===== config.mk =====
export PLATFORM = sky130hd
export DESIGN_NAME = psc_ctrl
export DESIGN_NICKNAME = d
export VERILOG_FILES = /design/src/rtl/psc_pkg.sv /design/src/rtl/psc_ctrl.sv
export SDC_FILE = /design/constraint.sdc
export NUM_CORES = 1
export LEC_CHECK = 0
export ABC_AREA = 1
export BUFFER_PORTS_ARGS = -buffer_cell sky130_fd_sc_hd__buf_2
export CORE_MARGIN = 2
export CORE_UTILIZATION = 45
export CTS_BUF_LIST = sky130_fd_sc_hd__clkbuf_4
export DETAILED_ROUTE_END_ITERATION = 8
export PLACE_DENSITY_LB_ADDON = 0.3
export SYNTH_ARGS = -nofsm -noshare
export SYNTH_HDL_FRONTEND = slang
export SYNTH_SLANG_ARGS = --single-unit

===== constraint.sdc =====
create_clock -name i_clock -period 2.45 [get_ports i_clock]
set_clock_uncertainty 0.15 [all_clocks]
set_input_delay 0.49 -clock i_clock [delete_from_list [all_inputs] [get_ports i_clock]]
set_output_delay 0.49 -clock i_clock [all_outputs]
set_load 0.02 [all_outputs]

===== src/rtl/psc_pkg.sv =====
package psc_pkg;
   localparam int unsigned CLK_PERIOD_PS = 8000;
   localparam int unsigned ADDR_W = 20;
   localparam int unsigned DATA_W = 16;
   localparam int unsigned BE_W = 2;
   // timing figures as printed
   localparam int unsigned READ_CYCLE_TIME_NS = 70;
   localparam int unsigned WRITE_PULSE_NS = 50;
   localparam int unsigned WRITE_CYCLE_NS = 70;
   localparam int unsigned DATA_OVERLAP_NS = 30;
   localparam int unsigned WRITE_TO_FLOAT_NS = 20;
   localparam int unsigned EXIT_WAIT_US = 200;
   // least times round up
   localparam int unsigned RC_CYC = (READ_CYCLE_TIME_NS * 1000 + CLK_PERIOD_PS - 1) / CLK_PERIOD_PS;
   localparam int unsigned WP_CYC = (WRITE_PULSE_NS * 1000 + CLK_PERIOD_PS - 1) / CLK_PERIOD_PS;
   localparam int unsigned WC_CYC = (WRITE_CYCLE_NS * 1000 + CLK_PERIOD_PS - 1) / CLK_PERIOD_PS;
   localparam int unsigned FLOAT_CYC = (WRITE_TO_FLOAT_NS * 1000 + CLK_PERIOD_PS - 1) / CLK_PERIOD_PS;
   // strictly more than the exit wait
   localparam int unsigned EXIT_CYC = (EXIT_WAIT_US * 1000000) / CLK_PERIOD_PS + 1;
   localparam int unsigned CNT_W = 16;
   localparam logic [CNT_W-1:0] CNT_ONE = 16'h0001;

   typedef struct packed {
      logic write;
      logic [ADDR_W-1:0] addr;
      logic [DATA_W-1:0] wdata;
      logic [BE_W-1:0] byte_en;
   } psc_req_s;

   typedef struct packed {
      logic chip_select_n;
      logic write_strobe_n;
      logic output_enable_n;
      logic upper_byte_enable_n;
      logic low_byte_enable_n;
      logic power_keep_select;
   } psc_ctl_s;

   localparam psc_ctl_s CTL_IDLE = '{1'b1, 1'b1, 1'b1, 1'b1, 1'b1, 1'b1};
endpackage : psc_pkg


===== src/rtl/psc_ctrl.sv =====
// How it works
// a write happens only while chip select, write strobe and a byte enable are all low.
// the write ends when chip select or write strobe rises, whichever is first.
// with select and byte enables falling with or after the strobe the memory keeps its bus off.
// with output enable held low through a write the memory drives data for the next address.
// chip select high means standby and low means active; this end picks the mode.
// this end never drives the data pins while the memory may drive them.
// the address stays fixed while chip select and write strobe are both low.
// short-address read bursts over the refresh window must be followed by normal reads.
// alternatively chip select goes high for at least one read cycle time.
// a read has write strobe high, output enable, a byte enable and select low, and keep high.
// power keep low puts the memory in deep power-down for as long as it stays low.
// after leaving deep power-down this end waits over the exit time before any access.
// the upper enable gates bits 15 to 8 and the lower enable bits 7 to 0.
// every read cycle and write pulse is counted out to its least length in clocks.
`timescale 1ns/1ps
`default_nettype none
module psc_ctrl #(
   parameter int unsigned EXIT_WAIT = psc_pkg::EXIT_CYC
) (
   input wire logic i_clock, // 125 MHz
   input wire logic i_nrst, // sync, active low
   input wire logic i_req_valid, // request offered
   input var psc_pkg::psc_req_s i_req, // request payload
   output logic o_req_ready, // request taken this cycle
   input wire logic i_power_down, // ask for deep power-down
   output logic o_rdata_valid, // read data pulse
   output logic [psc_pkg::DATA_W-1:0] o_rdata, // read data
   output logic o_busy, // power-down, power-up wait or cycle in flight
   output logic [psc_pkg::ADDR_W-1:0] o_addr, // memory address pins
   output var psc_pkg::psc_ctl_s o_ctl, // memory control pins
   input wire logic [psc_pkg::DATA_W-1:0] i_dq, // data pins in
   output logic [psc_pkg::DATA_W-1:0] o_dq, // data pins out
   output logic [psc_pkg::DATA_W-1:0] o_dq_oe // data pins enable per bit
);
   typedef enum logic [2:0] {
      ST_WAKE, ST_IDLE, ST_READ, ST_WSETUP, ST_WPULSE, ST_WREC, ST_SLEEP
   } psc_state_e;

   localparam logic [psc_pkg::CNT_W-1:0] RC_N = psc_pkg::CNT_W'(psc_pkg::RC_CYC);
   localparam logic [psc_pkg::CNT_W-1:0] WP_N = psc_pkg::CNT_W'(psc_pkg::WP_CYC);
   localparam logic [psc_pkg::CNT_W-1:0] FL_N = psc_pkg::CNT_W'(psc_pkg::FLOAT_CYC);
   localparam logic [psc_pkg::CNT_W-1:0] REC_N =
      psc_pkg::CNT_W'(psc_pkg::WC_CYC - psc_pkg::WP_CYC);
   localparam logic [psc_pkg::CNT_W-1:0] EX_N = psc_pkg::CNT_W'(EXIT_WAIT);

   localparam int unsigned LANE_W = psc_pkg::DATA_W / psc_pkg::BE_W;

   // pins are active low, request enables active high
   function automatic logic [psc_pkg::BE_W-1:0] lanes_n(input logic [psc_pkg::BE_W-1:0] be);
      lanes_n = ~be;
   endfunction : lanes_n

   psc_state_e state;
   psc_state_e next_state;
   logic [psc_pkg::CNT_W-1:0] cnt;
   logic [psc_pkg::CNT_W-1:0] next_cnt;
   psc_pkg::psc_req_s cur;
   logic drive;
   logic next_drive;
   psc_pkg::psc_ctl_s next_ctl;

   wire logic [psc_pkg::DATA_W-1:0] mask;

   wire logic cnt_done = (cnt <= psc_pkg::CNT_ONE);
   wire logic in_idle = (state == ST_IDLE);
   wire logic in_read = (state == ST_READ);
   wire logic read_end = in_read && cnt_done;
   // a request with no lane would select the memory for nothing, so it waits
   wire logic lane_any = (i_req.byte_en != '0);
   wire logic take = in_idle && i_req_valid && !i_power_down && lane_any;
   wire logic take_write = take && i_req.write;
   wire logic take_read = take && !i_req.write;
   wire logic go_sleep = in_idle && i_power_down;

   assign o_req_ready = take;
   assign o_busy = (state != ST_IDLE);

   always_comb begin
      next_state = state;
      next_cnt = cnt - psc_pkg::CNT_ONE;
      next_drive = drive;
      next_ctl = o_ctl;
      unique case (state)
         ST_WAKE: begin
            if (cnt_done) begin
               next_state = ST_IDLE;
            end
         end

         ST_IDLE: begin
            next_ctl = psc_pkg::CTL_IDLE;
            next_drive = 1'b0;
            if (go_sleep) begin
               // contents are not kept; the user must reload after waking
               next_ctl.power_keep_select = 1'b0;
               next_state = ST_SLEEP;
            end else if (take_write) begin
               // select and lanes first, strobe after the float time
               next_ctl.chip_select_n = 1'b0;
               {next_ctl.upper_byte_enable_n, next_ctl.low_byte_enable_n} =
                  lanes_n(i_req.byte_en);
               next_cnt = FL_N;
               next_state = ST_WSETUP;
            end else if (take_read) begin
               next_ctl.chip_select_n = 1'b0;
               next_ctl.output_enable_n = 1'b0;
               {next_ctl.upper_byte_enable_n, next_ctl.low_byte_enable_n} =
                  lanes_n(i_req.byte_en);
               next_cnt = RC_N;
               next_state = ST_READ;
            end
         end

         ST_READ: begin
            if (cnt_done) begin
               // full select-high gap after every read: slower, but no burst starves refresh
               next_ctl = psc_pkg::CTL_IDLE;
               next_cnt = RC_N;
               next_state = ST_WREC;
            end
         end

         ST_WSETUP: begin
            // output enable stays high, so the memory never drives here
            if (cnt_done) begin
               next_ctl.write_strobe_n = 1'b0;
               next_drive = 1'b1;
               next_cnt = WP_N;
               next_state = ST_WPULSE;
            end
         end

         ST_WPULSE: begin
            if (cnt_done) begin
               next_ctl.write_strobe_n = 1'b1;
               next_cnt = REC_N;
               next_state = ST_WREC;
            end
         end

         ST_WREC: begin
            // select rises a cycle after the strobe rises, so the strobe ends the write
            next_ctl.chip_select_n = 1'b1;
            next_ctl.upper_byte_enable_n = 1'b1;
            next_ctl.low_byte_enable_n = 1'b1;
            next_drive = 1'b0;
            if (cnt_done) begin
               next_state = ST_IDLE;
            end
         end

         ST_SLEEP: begin
            if (!i_power_down) begin
               next_ctl.power_keep_select = 1'b1;
               next_cnt = EX_N;
               next_state = ST_WAKE;
            end
         end

         default: begin
            // unknown code: back to standby and a full wake wait
            next_ctl = psc_pkg::CTL_IDLE;
            next_drive = 1'b0;
            next_cnt = EX_N;
            next_state = ST_WAKE;
         end
      endcase
   end

   always_ff @(posedge i_clock) begin
      if (!i_nrst) begin
         state <= ST_WAKE;
         cnt <= EX_N;
      end else begin
         state <= next_state;
         cnt <= next_cnt;
      end
   end

   // control pins leave flops only, so no decode glitch reaches the memory
   always_ff @(posedge i_clock) begin
      if (!i_nrst) begin
         o_ctl <= psc_pkg::CTL_IDLE;
         drive <= 1'b0;
      end else begin
         o_ctl <= next_ctl;
         drive <= next_drive;
      end
   end

   always_ff @(posedge i_clock) begin
      if (!i_nrst) begin
         cur <= '0;
      end else if (take) begin
         cur <= i_req;
      end
   end

   assign o_addr = cur.addr;
   assign o_dq = cur.wdata;

   // one lane per byte enable; an unused lane is never driven
   for (genvar g = 0; g < psc_pkg::BE_W; g++) begin : g_lane
      assign mask[g*LANE_W +: LANE_W] = {LANE_W{cur.byte_en[g]}};
   end
   assign o_dq_oe = drive ? mask : '0;

   always_ff @(posedge i_clock) begin
      if (!i_nrst) begin
         o_rdata_valid <= 1'b0;
      end else begin
         o_rdata_valid <= read_end;
      end
   end

   // sampled in the last read cycle, where the access time has run out
   always_ff @(posedge i_clock) begin
      if (!i_nrst) begin
         o_rdata <= '0;
      end else if (read_end) begin
         o_rdata <= i_dq & mask;
      end
   end
endmodule : psc_ctrl
`default_nettype wire


# == Word level (Yosys, flattened, before mapping) ==
# Index checks and enable logic that the tools add are counted.
# classes
add_sub_neg,1
order_cmp,1
eq_ne,14
muxes,35
bitwise_logic,7
reduce_logical,24
# ops
op,n
2-to-1 mux 16 bit,8
one-hot mux 16 bit (6 select lines),1
2-to-1 mux 3 bit,9
AND 16 bit,1
"<= comparator 16 x 1 -> 1 bit, second input constant",1
"subtractor 16 x 1 -> 16 bit, second input constant",1
one-hot mux 3 bit (5 select lines),1
OR reduction 4 bit,3
"equality test 3 bit, second input constant",3
2-to-1 mux 1 bit,8
"!= test 2 bit, second input constant",4
one-hot mux 1 bit (4 select lines),2
logical AND 1 bit,7
"equality test 3 x 2 -> 1 bit, second input constant",2
2-to-1 mux 6 bit,1
one-hot mux 1 bit (3 select lines),2
one-hot mux 2 bit (3 select lines),1
AND reduction 2 bit,3
inverter 1 bit,5
AND reduction 5 bit,1
OR reduction 5 bit,1
"!= test 2 x 1 -> 1 bit, second input constant",2
"!= test 4 x 1 -> 1 bit, second input constant",1
AND reduction 4 bit,1
11 further kinds,13
# totals
reg_bits,81
in_bits,59
out_inout_bits,77
elab_cells,96

# == Logic depth before layout (Yosys ltp) ==
# Gate-level depths: netlist (run 1).
# depth
depth_word,9
mapped_depth,13
ltp_nobuf,12

# == Worst setup path before layout (run 1) ==
# No wires, ideal clock.
# synth_timing
path_kind,reg2reg
startpoint,register cnt[0] (netlist bit)
endpoint,register o_ctl[5] (netlist bit)
setup_time_ns,0.119
arrival_time_ns,1.501
required_time_ns,2.181
slack_ns,0.680
stages_incl_launch_ff,13
path_buffers,1
synth_period_minus_slack_ns,1.770
path_cell_list,dfxtp_1 -> inv_1 -> ha_1 -> inv_1 -> nand2_1 -> nand2_1 -> nor2_2 -> nand2_2 -> nand2_1 -> buf_4 -> nand2_1 -> a21oi_1 -> o21ai_1
# synth_between
elab_chain_len,3
# synth_lines
item,line,text
"start, declared",psc_ctrl.sv:56,logic [psc_pkg::CNT_W-1:0] cnt;
"start signal, assigned",psc_ctrl.sv:177,cnt <= next_cnt;
<= comparator 16 x 1 -> 1 bit,psc_ctrl.sv:65,wire logic cnt_done = (cnt <= psc_pkg::CNT_ONE);
!= test 2 bit (no line),-,
AND reduction 2 bit (no line),-,
"end signal, assigned",psc_ctrl.sv:184,o_ctl <= psc_pkg::CTL_IDLE;
"end signal, assigned",psc_ctrl.sv:187,o_ctl <= next_ctl;
"end, declared",psc_ctrl.sv:31,"output var psc_pkg::psc_ctl_s o_ctl,"
# Every way passes these cells.
# A chain may end at the register's enable or synchronous reset.

# == Final worst setup path (run 1) ==
# layout_timing
startpoint,register state[2]
endpoint,output port o_req_ready
# layout_between
elab_chain_len,4
# layout_lines
item,line,text
"start, declared",psc_ctrl.sv:54,psc_state_e state;
"start signal, assigned",psc_ctrl.sv:176,state <= next_state;
equality test 3 x 1 -> 1 bit,psc_ctrl.sv:66,wire logic in_idle = (state == ST_IDLE);
logical AND 1 bit (3 in series),psc_ctrl.sv:71,wire logic take = in_idle && i_req_valid && !i_power_down && lane_any;
"end, declared",psc_ctrl.sv:25,"output logic o_req_ready,"
# Every way passes these cells.

==> results of run 1 <==
## state kept, by name (all words and copies together) (netlist names)
register,flops
o_rdata_valid,1
cnt,16
o_ctl,6
drive,1
cur,2
o_dq,16
o_rdata,16
state,3
o_addr,20
## area by class of cell
class                      count  area [um2]
fill                         837        3850
sequential                    81        1620
multi-input combinational    339        1620
timing repair buffer         141         721
inverter                      35         135
tap                          105         131
clock inverter                 6         108
clock buffer                   9        67.6
## timing repair
item	CTS	global route
setup buffers	0	1
endpoints found under the setup margin	1	1
pin swaps	0	1
resized for setup	1	2
hold buffers	0	0
## where the power goes
group	total (mW)	internal, mW	switching [mW]
clock	0.962	0.508	0.454
combinational	1.13	0.397	0.729
sequential	1.58	1.47	0.110
## synthesized netlist by cell type
library cell and n:
ha_1 2, clkinv_2 1, o21a_1 1, xnor2_1 1
or3_1 1, o22ai_1 1, nand4_1 6, nor2_4 2
inv_2 3, o21ai_1 5, buf_2 5, buf_4 53
inv_1 31, buf_6 1, and2_1 1, nor2_1 109
o21ai_2 6, o2111ai_1 1, dfxtp_1 81, a21oi_1 7
nand3_2 5, nand2_2 3, nor3_1 3, nor2_2 7
xor2_1 9, nand2_1 82, clkbuf_1 11, o21ai_0 51
nand3_1 35, o21bai_4 1
## worst min path at each step
stage / startpoint / endpoint / slack [ns] / depth (start not counted)
after floorplan: o_addr[0] / o_addr[0] / 0.31 / 2
after global placement: o_rdata[10] / o_rdata[10] / 0.28 / 2
after detailed placement: o_rdata[8] / o_rdata[8] / 0.29 / 2
after CTS: i_dq[6] / o_rdata[6] / 0.12 / 3
after global routing: i_dq[11] / o_rdata[11] / 0.13 / 3
final: i_dq[4] / o_rdata[4] / 0.14 / 3
## critical path: cells and delay by family (launching register included)
family / cells / cell delay [ns]
flip-flops: 1 / 0.37
AND/OR/NAND/NOR: 3 / 0.38
buffers and inverters: 3 / 0.42
## layer usage
| metal | vias to the layer above | global-route usage |
|---|---|---|
| li1 | 1787 | - |
| met1 | 1548 | 0.243 |
| met2 | 116 | 0.315 |
| met3 | 16 | 0.0427 |
| met4 | 0 | 0.0786 |
| met5 | - | 0 |
## cell families (layout without fill, tap and decap cells)
group	count (synthesis)	in the layout
fa+ha+maj	2	2
xor+xnor	10	10
simple gates	254	254
compound gates	73	73
buf+inv	105	191
flops	81	81
==> key figures, run 1 <==
Global route
  • Grt ovf: 0
  • Vias in the first global route: 3079
  • Initial antenna violation count: 0
  • First-pass GRT wire length: 13.9 mm
  • Pin count of the biggest net entering global routing: 63
  • Overall routing resource usage: 0.191

Worst setup path
  • Crit Path Class: reg -> out
  • Crit-path cells: inv_2, nand2_2, nor2_4, nand3_4, inv_4, buf_2
  • Worst Path Max Fanout: 10
  • Slowest CP cell: dfxtp_1
  • CP startpoint: state[2]
  • Critical Path RT: 1.81 ns
  • Worst r2r src: cnt[0]
  • R2r endpoint: cnt[10]
  • Worst r2r path cells: 11
  • R2R setup slack: 0.23 ns
  • Crit. End Element: output port
  • CP peak stage delay: 0.37 ns
  • Worst Path Arrival: 1.60 ns
  • Startpoint Class: flop
  • Crit path capture: o_req_ready

Drt
  • Initial DRC count: 228
  • Routed met3 length: 681 um
  • Total detailed-routing wirelength: 8.84 mm
  • Drt first pass iters: 5
  • Wire per inst: 12.3 um
  • Post-route DRC: 0
  • Met2 WL: 4.00 mm
  • Highest routed layer: met4
  • Detail Route Antenna Nets: 0
  • Via-per-instance ratio: 4.84
  • WL met1: 4.02 mm
  • Vias: 3467

Logic synthesis
  • Syn Std Cell Area: 3840 um2
  • Top area cells in the synthesized netlist: dfxtp_1, nor2_1, buf_4
  • Seq/Total Area, Yosys: 0.422
  • Adder-cell share of the synthesized area: 0.00651
  • Post-synthesis xor/xnor area fraction: 0.0228
  • Ys Warns: 0
  • Simple-Gate Fraction of Synth Area: 0.284
  • Synth Area per Inst: 7.32 um2
  • #FFs+latches synth: 81
  • Largest family of logic cells by synthesized area: simple AND/OR/NAND/NOR gates
  • Mapped Cells: 525
  • Compound-cell area share of the yosys netlist: 0.106
  • Mux contribution to synthesized area: 0
  • Library cells used by synthesis: 30
  • Syn_nets: 586
  • Area leader, netlist: dfxtp_1
  • Yosys top cell area share: 0.422

Power and ir drop
  • Cell leakage power: 2.18 nW
  • Power Total: 3.67 mW
  • Worst vdd ir: 375 uV
  • Power Density: 832 nW/um2

Floorplanning
  • Rows: 33
  • Die width: 96.4 um
  • Starting Density: 0.465
  • DIE AREA: 9300 um2
  • Die height: 96.4 um
  • Core footprint: 8260 um2
  • Ports: 136

Clock tree
  • Clock Latency Late Sink: 0.43 ns
  • Clock Sinks: 81
  • Num CTS Buffers: 9
  • Clock Path Buffers: 2
  • CTS HTree Levels: 3
  • Clock transition at path regs: 0.13 ns
  • CTS tree: done
  • Root buf cell: clkbuf_4

Timing
  • Relative slew slack: 0.582
  • Fmax: 0.446 GHz
  • Crit path time final: 2.24 ns
  • RSZ-0062 raised after global routing: no
  • Final setup margin: 0.208 ns
  • Max Transition Viols Final: 0
  • Worst-margin pin slew: 0.627 ns
  • Final setup fails: 0
  • Setup total negative slack: 0 ns
  • Final hold viol count: 0
  • Fin crit share: 0.915
  • Min Hold Slack: 0.143 ns

Placement
  • Setup Slack @ Placement: 0.276 ns
  • Input/output buffers: 135
  • Placed Cells: 700
  • Detailed Place HPWL: 6.44 mm
  • Routability congestion estimate: 0.931
  • Post-Place Cell Area: 4210 um2

Hold path
  • HP Class: in -> reg

Final layout
  • Antenna diodes: 0
  • Leading cell type in the layout, fill and taps excluded: buf_2
  • Core Util, Final: 0.534
  • Most frequent cells in the layout: buf_2, nor2_1, nand2_1
  • Synth-to-Final Area Change: 14.6%
  • Nets: 668
  • Finished Layout Cells: 716
  • Final Cell Area: 4410 um2
  • Share of cells above drive strength 1: 0.301

Flow run
  • Max_cap viols: 0

Outcome
  • Outcome: finished, final reports clean
Note: power is estimated with default switching activity, not from simulation.
==> inputs of run 2 (changes only) <==
Settings changed: REMOVE_ABC_BUFFERS from default to 1.
==> run 2 against run 1 <==
Worst setup slack got worse by 0.0024 ns; total power fell by 8.3%; non-clock buffer count unchanged; final cell count is 0.14% higher; critical path depth decreased by 1; global-route usage increased by 0.16 points; cell area shrank 1.6%; clock power decreased by 28%; critical endpoint unchanged; largest cell class unchanged.
==> key figures, run 2 (synthesized netlist as in run 1, its figures left out) <==
Placement
  • Routability congestion estimate: 0.943 (+1.3%)
  • Setup Slack @ Placement: 0.254 ns (-0.0226 ns)
  • Detailed Place HPWL: 6.51 mm (+1.1%)
  • Input/output buffers: 135 (unchanged)
  • Post-Place Cell Area: 4220 um2 (+0.18%)

Clock tree
  • Root buf cell: clkbuf_4
  • Clock Path Buffers: 2 (unchanged)
  • Clock Sinks: 81 (unchanged)
  • Num CTS Buffers: 9 (unchanged)
  • Post-CTS resize count: 0 (-1)
  • Clock transition at path regs: 0.13 ns (about the same)
  • Cts hold-fix bufs: 0 (unchanged)
  • CTS HTree Levels: 3 (unchanged)
  • Clock Latency Late Sink: 0.42 ns (about the same)
  • CTS tree: done
  • Setup bufs post-CTS: 0 (unchanged)

Worst setup path
  • Crit Path Class: reg -> out
  • Worst r2r src: cnt[0]
  • Worst Path Max Fanout: 7 (-3)
  • Critical Path RT: 1.81 ns (about the same)
  • Crit. End Element: output port
  • CP startpoint: state[0]
  • Worst Path Arrival: 1.60 ns (about the same)
  • Startpoint Class: flop
  • R2R setup slack: 0.24 ns (about the same)

Global route
  • Overall routing resource usage: 0.193 (+0.00160)
  • Initial antenna violation count: 0 (unchanged)
  • Vias in the first global route: 3150 (+2.3%)
  • Grt ovf: 0 (unchanged)
  • First-pass GRT wire length: 14.1 mm (+1.8%)
  • Pin count of the biggest net entering global routing: 41 (-35%)

Final layout
  • Max reg flops: 20 (unchanged)
  • Final Cell Area: 4340 um2 (-1.6%)
  • Share of cells above drive strength 1: 0.301 (-0.000492)
  • Antenna diodes: 0 (unchanged)
  • Nets: 668 (unchanged)
  • Number of filler cells placed in the layout: 836 (-0.12%)
  • Multi-input logic area: 1610 um2 (-0.46%)
  • Synth-to-Final Area Change: 12.8%
  • Most frequent cells in the layout: buf_2, nor2_1, nand2_1
  • Leading cell type in the layout, fill and taps excluded: buf_2
  • Register area: 1620 um2 (about the same)

Timing
  • Fin crit share: 0.916 (+0.000991)
  • Setup total negative slack: 0 ns (unchanged)
  • Relative slew slack: 0.637 (+0.0548)
  • RSZ-0062 raised after global routing: no
  • Worst-margin pin slew: 0.545 ns (-0.0823 ns)
  • Final setup margin: 0.205 ns (-0.00243 ns)
  • Final hold viol count: 0 (unchanged)
  • Fmax: 0.446 GHz (-0.11%)
  • Crit path time final: 2.24 ns (+0.00243 ns)
  • Final setup fails: 0 (unchanged)
  • Max Transition Viols Final: 0 (unchanged)

Hold path
  • Worst Hold Launch: i_dq[7]
  • HP Class: in -> reg

Drt
  • Initial DRC count: 167 (-27%)
  • Via-per-instance ratio: 4.73 (-2.4%)
  • Routed met3 length: 593 um (-13%)
  • Post-route DRC: 0 (unchanged)
  • WL met1: 3.97 mm (-1.3%)
  • Drt first pass iters: 4 (-1)
  • Vias: 3389 (-2.2%)
  • Highest routed layer: met4
  • Detail Route Antenna Nets: 0 (unchanged)
  • Total detailed-routing wirelength: 8.76 mm (-0.96%)
  • Wire per inst: 12.2 um (-1.1%)
  • Met2 WL: 4.13 mm (+3.2%)

Flow run
  • Max_cap viols: 0 (unchanged)

Power and ir drop
  • Worst vdd ir: 288 uV (-23%)
  • Power Density: 776 nW/um2 (-6.8%)
  • Cell leakage power: 2.15 nW (-1.4%)

Floorplanning
  • Ports: 136 (unchanged)
  • Rows: 33 (unchanged)
  • DIE AREA: 9300 um2 (unchanged)
  • Starting Density: 0.465 (unchanged)
  • Core footprint: 8260 um2 (unchanged)
  • Die width: 96.4 um (unchanged)
  • Die height: 96.4 um (unchanged)

Outcome
  • Outcome: finished, final reports clean
==> run 2: cell count changes in the layout (fill, tap and decap cells not counted), sizes merged <==
cell      before  now
clkinv         4    3
clkbuf         9   10
bufinv         3    0
clkinvlp       0    2
inv           34   36
==> run 2: through the flow <==
stage	hold WS [ns]	power, mW	std cells	utilization
6_report	0.146	3.36	717	0.525
5_1_grt	0.126	3.62	717	0.525
4_1_cts	0.120	3.38	717	0.525
3_5_place_dp	0.290	2.69	701	0.511
3_3_place_gp	0.285	2.68	701	0.511
2_1_floorplan	0.343	2.37	455	-
==> run 2: worst max-delay path, stage by stage, from the launching register on <==
cell and delay [ns]:
dfxtp_1 0.48, nand2_2 0.12, nor2_4 0.17, nand3_2 0.17
inv_2 0.09, buf_2 0.16
==> run 2: layout make-up <==
cell class                      instances  area share
Multi-Input combinational cell        339       0.372
Clock inverter                          6     0.00952
Timing Repair Buffer                  141       0.166
Tap cell                              105      0.0303
Sequential cell                        81       0.374
Inverter                               35      0.0306
Clock buffer                           10      0.0173
==> run 2: worst paths after layout <==
path	end	cells after the start
setup reg to reg	cnt[4]	11
hold reg to reg	o_rdata[9]	2
setup / recovery	o_req_ready	5
hold / removal	o_rdata[7]	3
==> run 2: power by group <==
group	switching (mW)	internal (mW)	total, mW
Combinational	0.699	0.388	1.09
Sequential	0.114	1.47	1.58
Clock	0.472	0.222	0.694
==> run 2: layer usage <==
layer | track usage | vias to the layer above
li1 | - | 1790
met1 | 0.232 | 1493
met2 | 0.342 | 102
met3 | 0.0442 | 4
met4 | 0.0587 | 0
met5 | 0 | -
==> inputs of run 3 (changes only) <==
--- a/config.mk
+++ b/config.mk
@@ -13,2 +13,3 @@
 export DETAILED_ROUTE_END_ITERATION = 8
+export MAX_ROUTING_LAYER = met4
 export PLACE_DENSITY_LB_ADDON = 0.3
==> constraint.sdc (replaced) <==
create_clock -name i_clock -period 2.45 [get_ports i_clock]
set_clock_uncertainty 0.15 [all_clocks]
set_input_delay 0.1225 -clock i_clock [delete_from_list [all_inputs] [get_ports i_clock]]
set_output_delay 0.1225 -clock i_clock [all_outputs]
set_load 0.02 [all_outputs]
==> run 3 against run 2 <==
Global-route usage rose by 2.8 points; non-clock buffer count increased by 55; register-to-register slack gained 0.02 ns; sequential power about the same; worst setup slack got worse by 0.039 ns; die area did not move; critical path type unchanged; largest power group unchanged.
==> key figures, run 3 (synthesized netlist as in run 1, its figures left out) <==
Outcome
  • Outcome: finished, final reports clean

Timing
  • Fmax: 0.438 GHz (-1.7%)
  • Worst-margin pin slew: 0.624 ns (+0.0783 ns)
  • Final hold viol count: 0 (unchanged)
  • Crit path time final: 2.28 ns (+0.0388 ns)
  • Setup total negative slack: 0 ns (unchanged)
  • Fin crit share: 0.932 (+0.0158)
  • RSZ-0062 raised after global routing: no
  • Relative slew slack: 0.584 (-0.0522)
  • Final setup fails: 0 (unchanged)
  • Max Transition Viols Final: 0 (unchanged)

Clock tree
  • Num CTS Buffers: 9 (unchanged)
  • Setup bufs post-CTS: 0 (unchanged)
  • CTS HTree Levels: 3 (unchanged)
  • Root buf cell: clkbuf_4
  • CTS tree: done
  • Clock transition at path regs: 0.13 ns (about the same)
  • Clock Sinks: 81 (unchanged)
  • Clock Latency Late Sink: 0.42 ns (about the same)
  • Clock Path Buffers: 2 (unchanged)

Global route
  • Vias in the first global route: 3430 (+8.9%)
  • M1 GR Usage: 0.253 (+0.0212)
  • Met2 usage: 0.369 (+0.0266)
  • M3 GR Usage: 0.0372 (-0.00698)
  • Initial antenna violation count: 0 (unchanged)
  • Overall routing resource usage: 0.221 (+0.0283)
  • First-pass GRT wire length: 15.4 mm (+9.5%)
  • Pin count of the biggest net entering global routing: 63 (+54%)
  • Grt ovf: 0 (unchanged)
  • Busiest grt layer: met2

Worst setup path
  • Worst path bufs/invs: 4 (+2)
  • Startpoint Class: flop
  • Crit-path cells: inv_2, nand2_2, nor2_4, nand3_2, clkinv_2, buf_12, buf_2
  • Crit. End Element: output port
  • Worst r2r path cells: 11 (unchanged)
  • Worst r2r src: cnt[0]
  • R2r endpoint: cnt[4]
  • Crit Path Class: reg -> out
  • CP peak stage delay: 0.38 ns (-0.10 ns)
  • Worst Path Max Fanout: 26 (+19)
  • R2R setup slack: 0.26 ns (+0.02 ns)
  • Worst Path Arrival: 2.01 ns (+0.41 ns)
  • Critical Path RT: 2.18 ns (+0.37 ns)
  • Slowest CP cell: dfxtp_1
  • CP top delay family: buffers and inverters

Power and ir drop
  • Seq pwr share: 0.459 (-0.012)
  • Net Switching: 1.32 mW (+2.7%)
  • Cell internal pwr: 2.14 mW (+2.9%)
  • Net Sw Frac: 0.382 (-0.000460)
  • Cell leakage power: 2.38 nW (+10%)
  • Worst vdd ir: 256 uV (-11%)
  • Power share of the clock group: 0.200 (-0.006)
  • Power Density: 704 nW/um2 (-9.2%)
  • Gate power share: 0.341 (+0.018)

Drt
  • Vias: 3756 (+11%)
  • Drt first pass iters: 4 (unchanged)
  • Via-per-instance ratio: 4.87 (+2.9%)
  • Post-route DRC: 0 (unchanged)
  • Total detailed-routing wirelength: 9.98 mm (+14%)
  • Initial DRC count: 219 (+31%)
  • Detail Route Antenna Nets: 0 (unchanged)
  • Wire per inst: 12.9 um (+5.8%)

Floorplanning
  • Rows: 33 (unchanged)
  • Core footprint: 8260 um2 (unchanged)
  • Die height: 96.4 um (unchanged)
  • Ports: 136 (unchanged)
  • DIE AREA: 9300 um2 (unchanged)
  • Starting Density: 0.465 (unchanged)
  • Die width: 96.4 um (unchanged)

Final layout
  • Leading cell type in the layout, fill and taps excluded: buf_2
  • Share of cells above drive strength 1: 0.276 (-0.0248)
  • Synth-to-Final Area Change: 27.7%
  • Nets: 723 (+8.2%)
  • Number of filler cells placed in the layout: 752 (-10%)
  • Antenna diodes: 0 (unchanged)
  • Most frequent cells in the layout: buf_2, nor2_1, nand2_1
  • Max reg flops: 20 (unchanged)
  • Final Cell Area: 4910 um2 (+13%)
  • Multi-input logic area: 1610 um2 (unchanged)
  • Register area: 1620 um2 (about the same)

Placement
  • Detailed Place HPWL: 6.45 mm (-1.0%)
  • Post-Place Cell Area: 4220 um2 (about the same)
  • Routability congestion estimate: 0.916 (-2.9%)
  • Input/output buffers: 135 (unchanged)

Hold path
  • Worst Hold Launch: i_req_valid
  • HP Class: in -> reg
  • Hold endpoint: cur[0]
  • Hold path cells: 5 (+2)

Flow run
  • Max_cap viols: 0 (unchanged)
## run 3: per-layer routing
layer | vias up | share of wire
li1 | 1898 | -
met1 | 1684 | 0.43
met2 | 140 | 0.47
met3 | 34 | 0.064
met4 | 0 | 0.037
met5 | - | 0
## run 3: layout make-up
type / count / share of cell area
inverter: 35 / 0.0273
sequential: 81 / 0.331
timing repair buffer: 196 / 0.262
multi-input combinational: 339 / 0.329
clock inverter: 6 / 0.00892
clock buffer: 10 / 0.0153
tap: 105 / 0.0268
## run 3: stage by stage
step | total power [mW] | util | hold WS (ns) | cells | worst slack, ns
3_3_place_gp | 2.69 | 0.511 | 0.204 | 699 | 0.372
2_1_floorplan | 2.37 | - | 0.0571 | 455 | 0.271
4_1_cts | 3.47 | 0.594 | 0.0842 | 772 | 0.0832
5_1_grt | 3.72 | 0.595 | 0.117 | 772 | 0.00944
3_5_place_dp | 2.70 | 0.511 | 0.209 | 699 | 0.282
6_report | 3.46 | 0.595 | 0.129 | 772 | 0.167
## run 3: worst reg2reg max path, stage by stage, from the launching register on
cell      delay [ns]
dfxtp_1         0.33
inv_1           0.12
ha_1            0.24
inv_1           0.06
nand2_1         0.06
nand2_1         0.05
nor2_2          0.09
nand2_2         0.14
nand2_1         0.34
nand3_1         0.21
o21bai_4        0.24
nor2_1          0.06
## run 3: power groups by stage
| stage | clock network [mW] | logic, mW | registers (mW) |
|---|---|---|---|
| after floorplan | 0 | 0.685 | 1.69 |
| after detailed placement | 0 | 1.09 | 1.61 |
| after CTS | 0.727 | 1.17 | 1.58 |
| final | 0.692 | 1.18 | 1.59 |
| after global routing | 0.775 | 1.34 | 1.61 |
| after global placement | 0 | 1.08 | 1.61 |
## run 3: how the worst max path moves through the flow
stage                        start           to  slack [ns]  cells after the start
final                     state[2]  o_req_ready        0.17                      7
after global routing        cnt[0]      cnt[11]       0.009                     11
after CTS                 state[0]  o_req_ready        0.08                      6
after detailed placement    cnt[0]       cnt[6]        0.28                     11
after global placement      cnt[0]      cnt[15]        0.37                     11
after floorplan           state[0]     o_ctl[3]        0.27                      7
## run 3: repair_timing
item | 4_1_cts | 5_1_grt
setup endpoints to repair | 0 | 1
resized for setup | 0 | 2
endpoints found under the hold margin | 61 | 0
hold buffers | 57 | 0
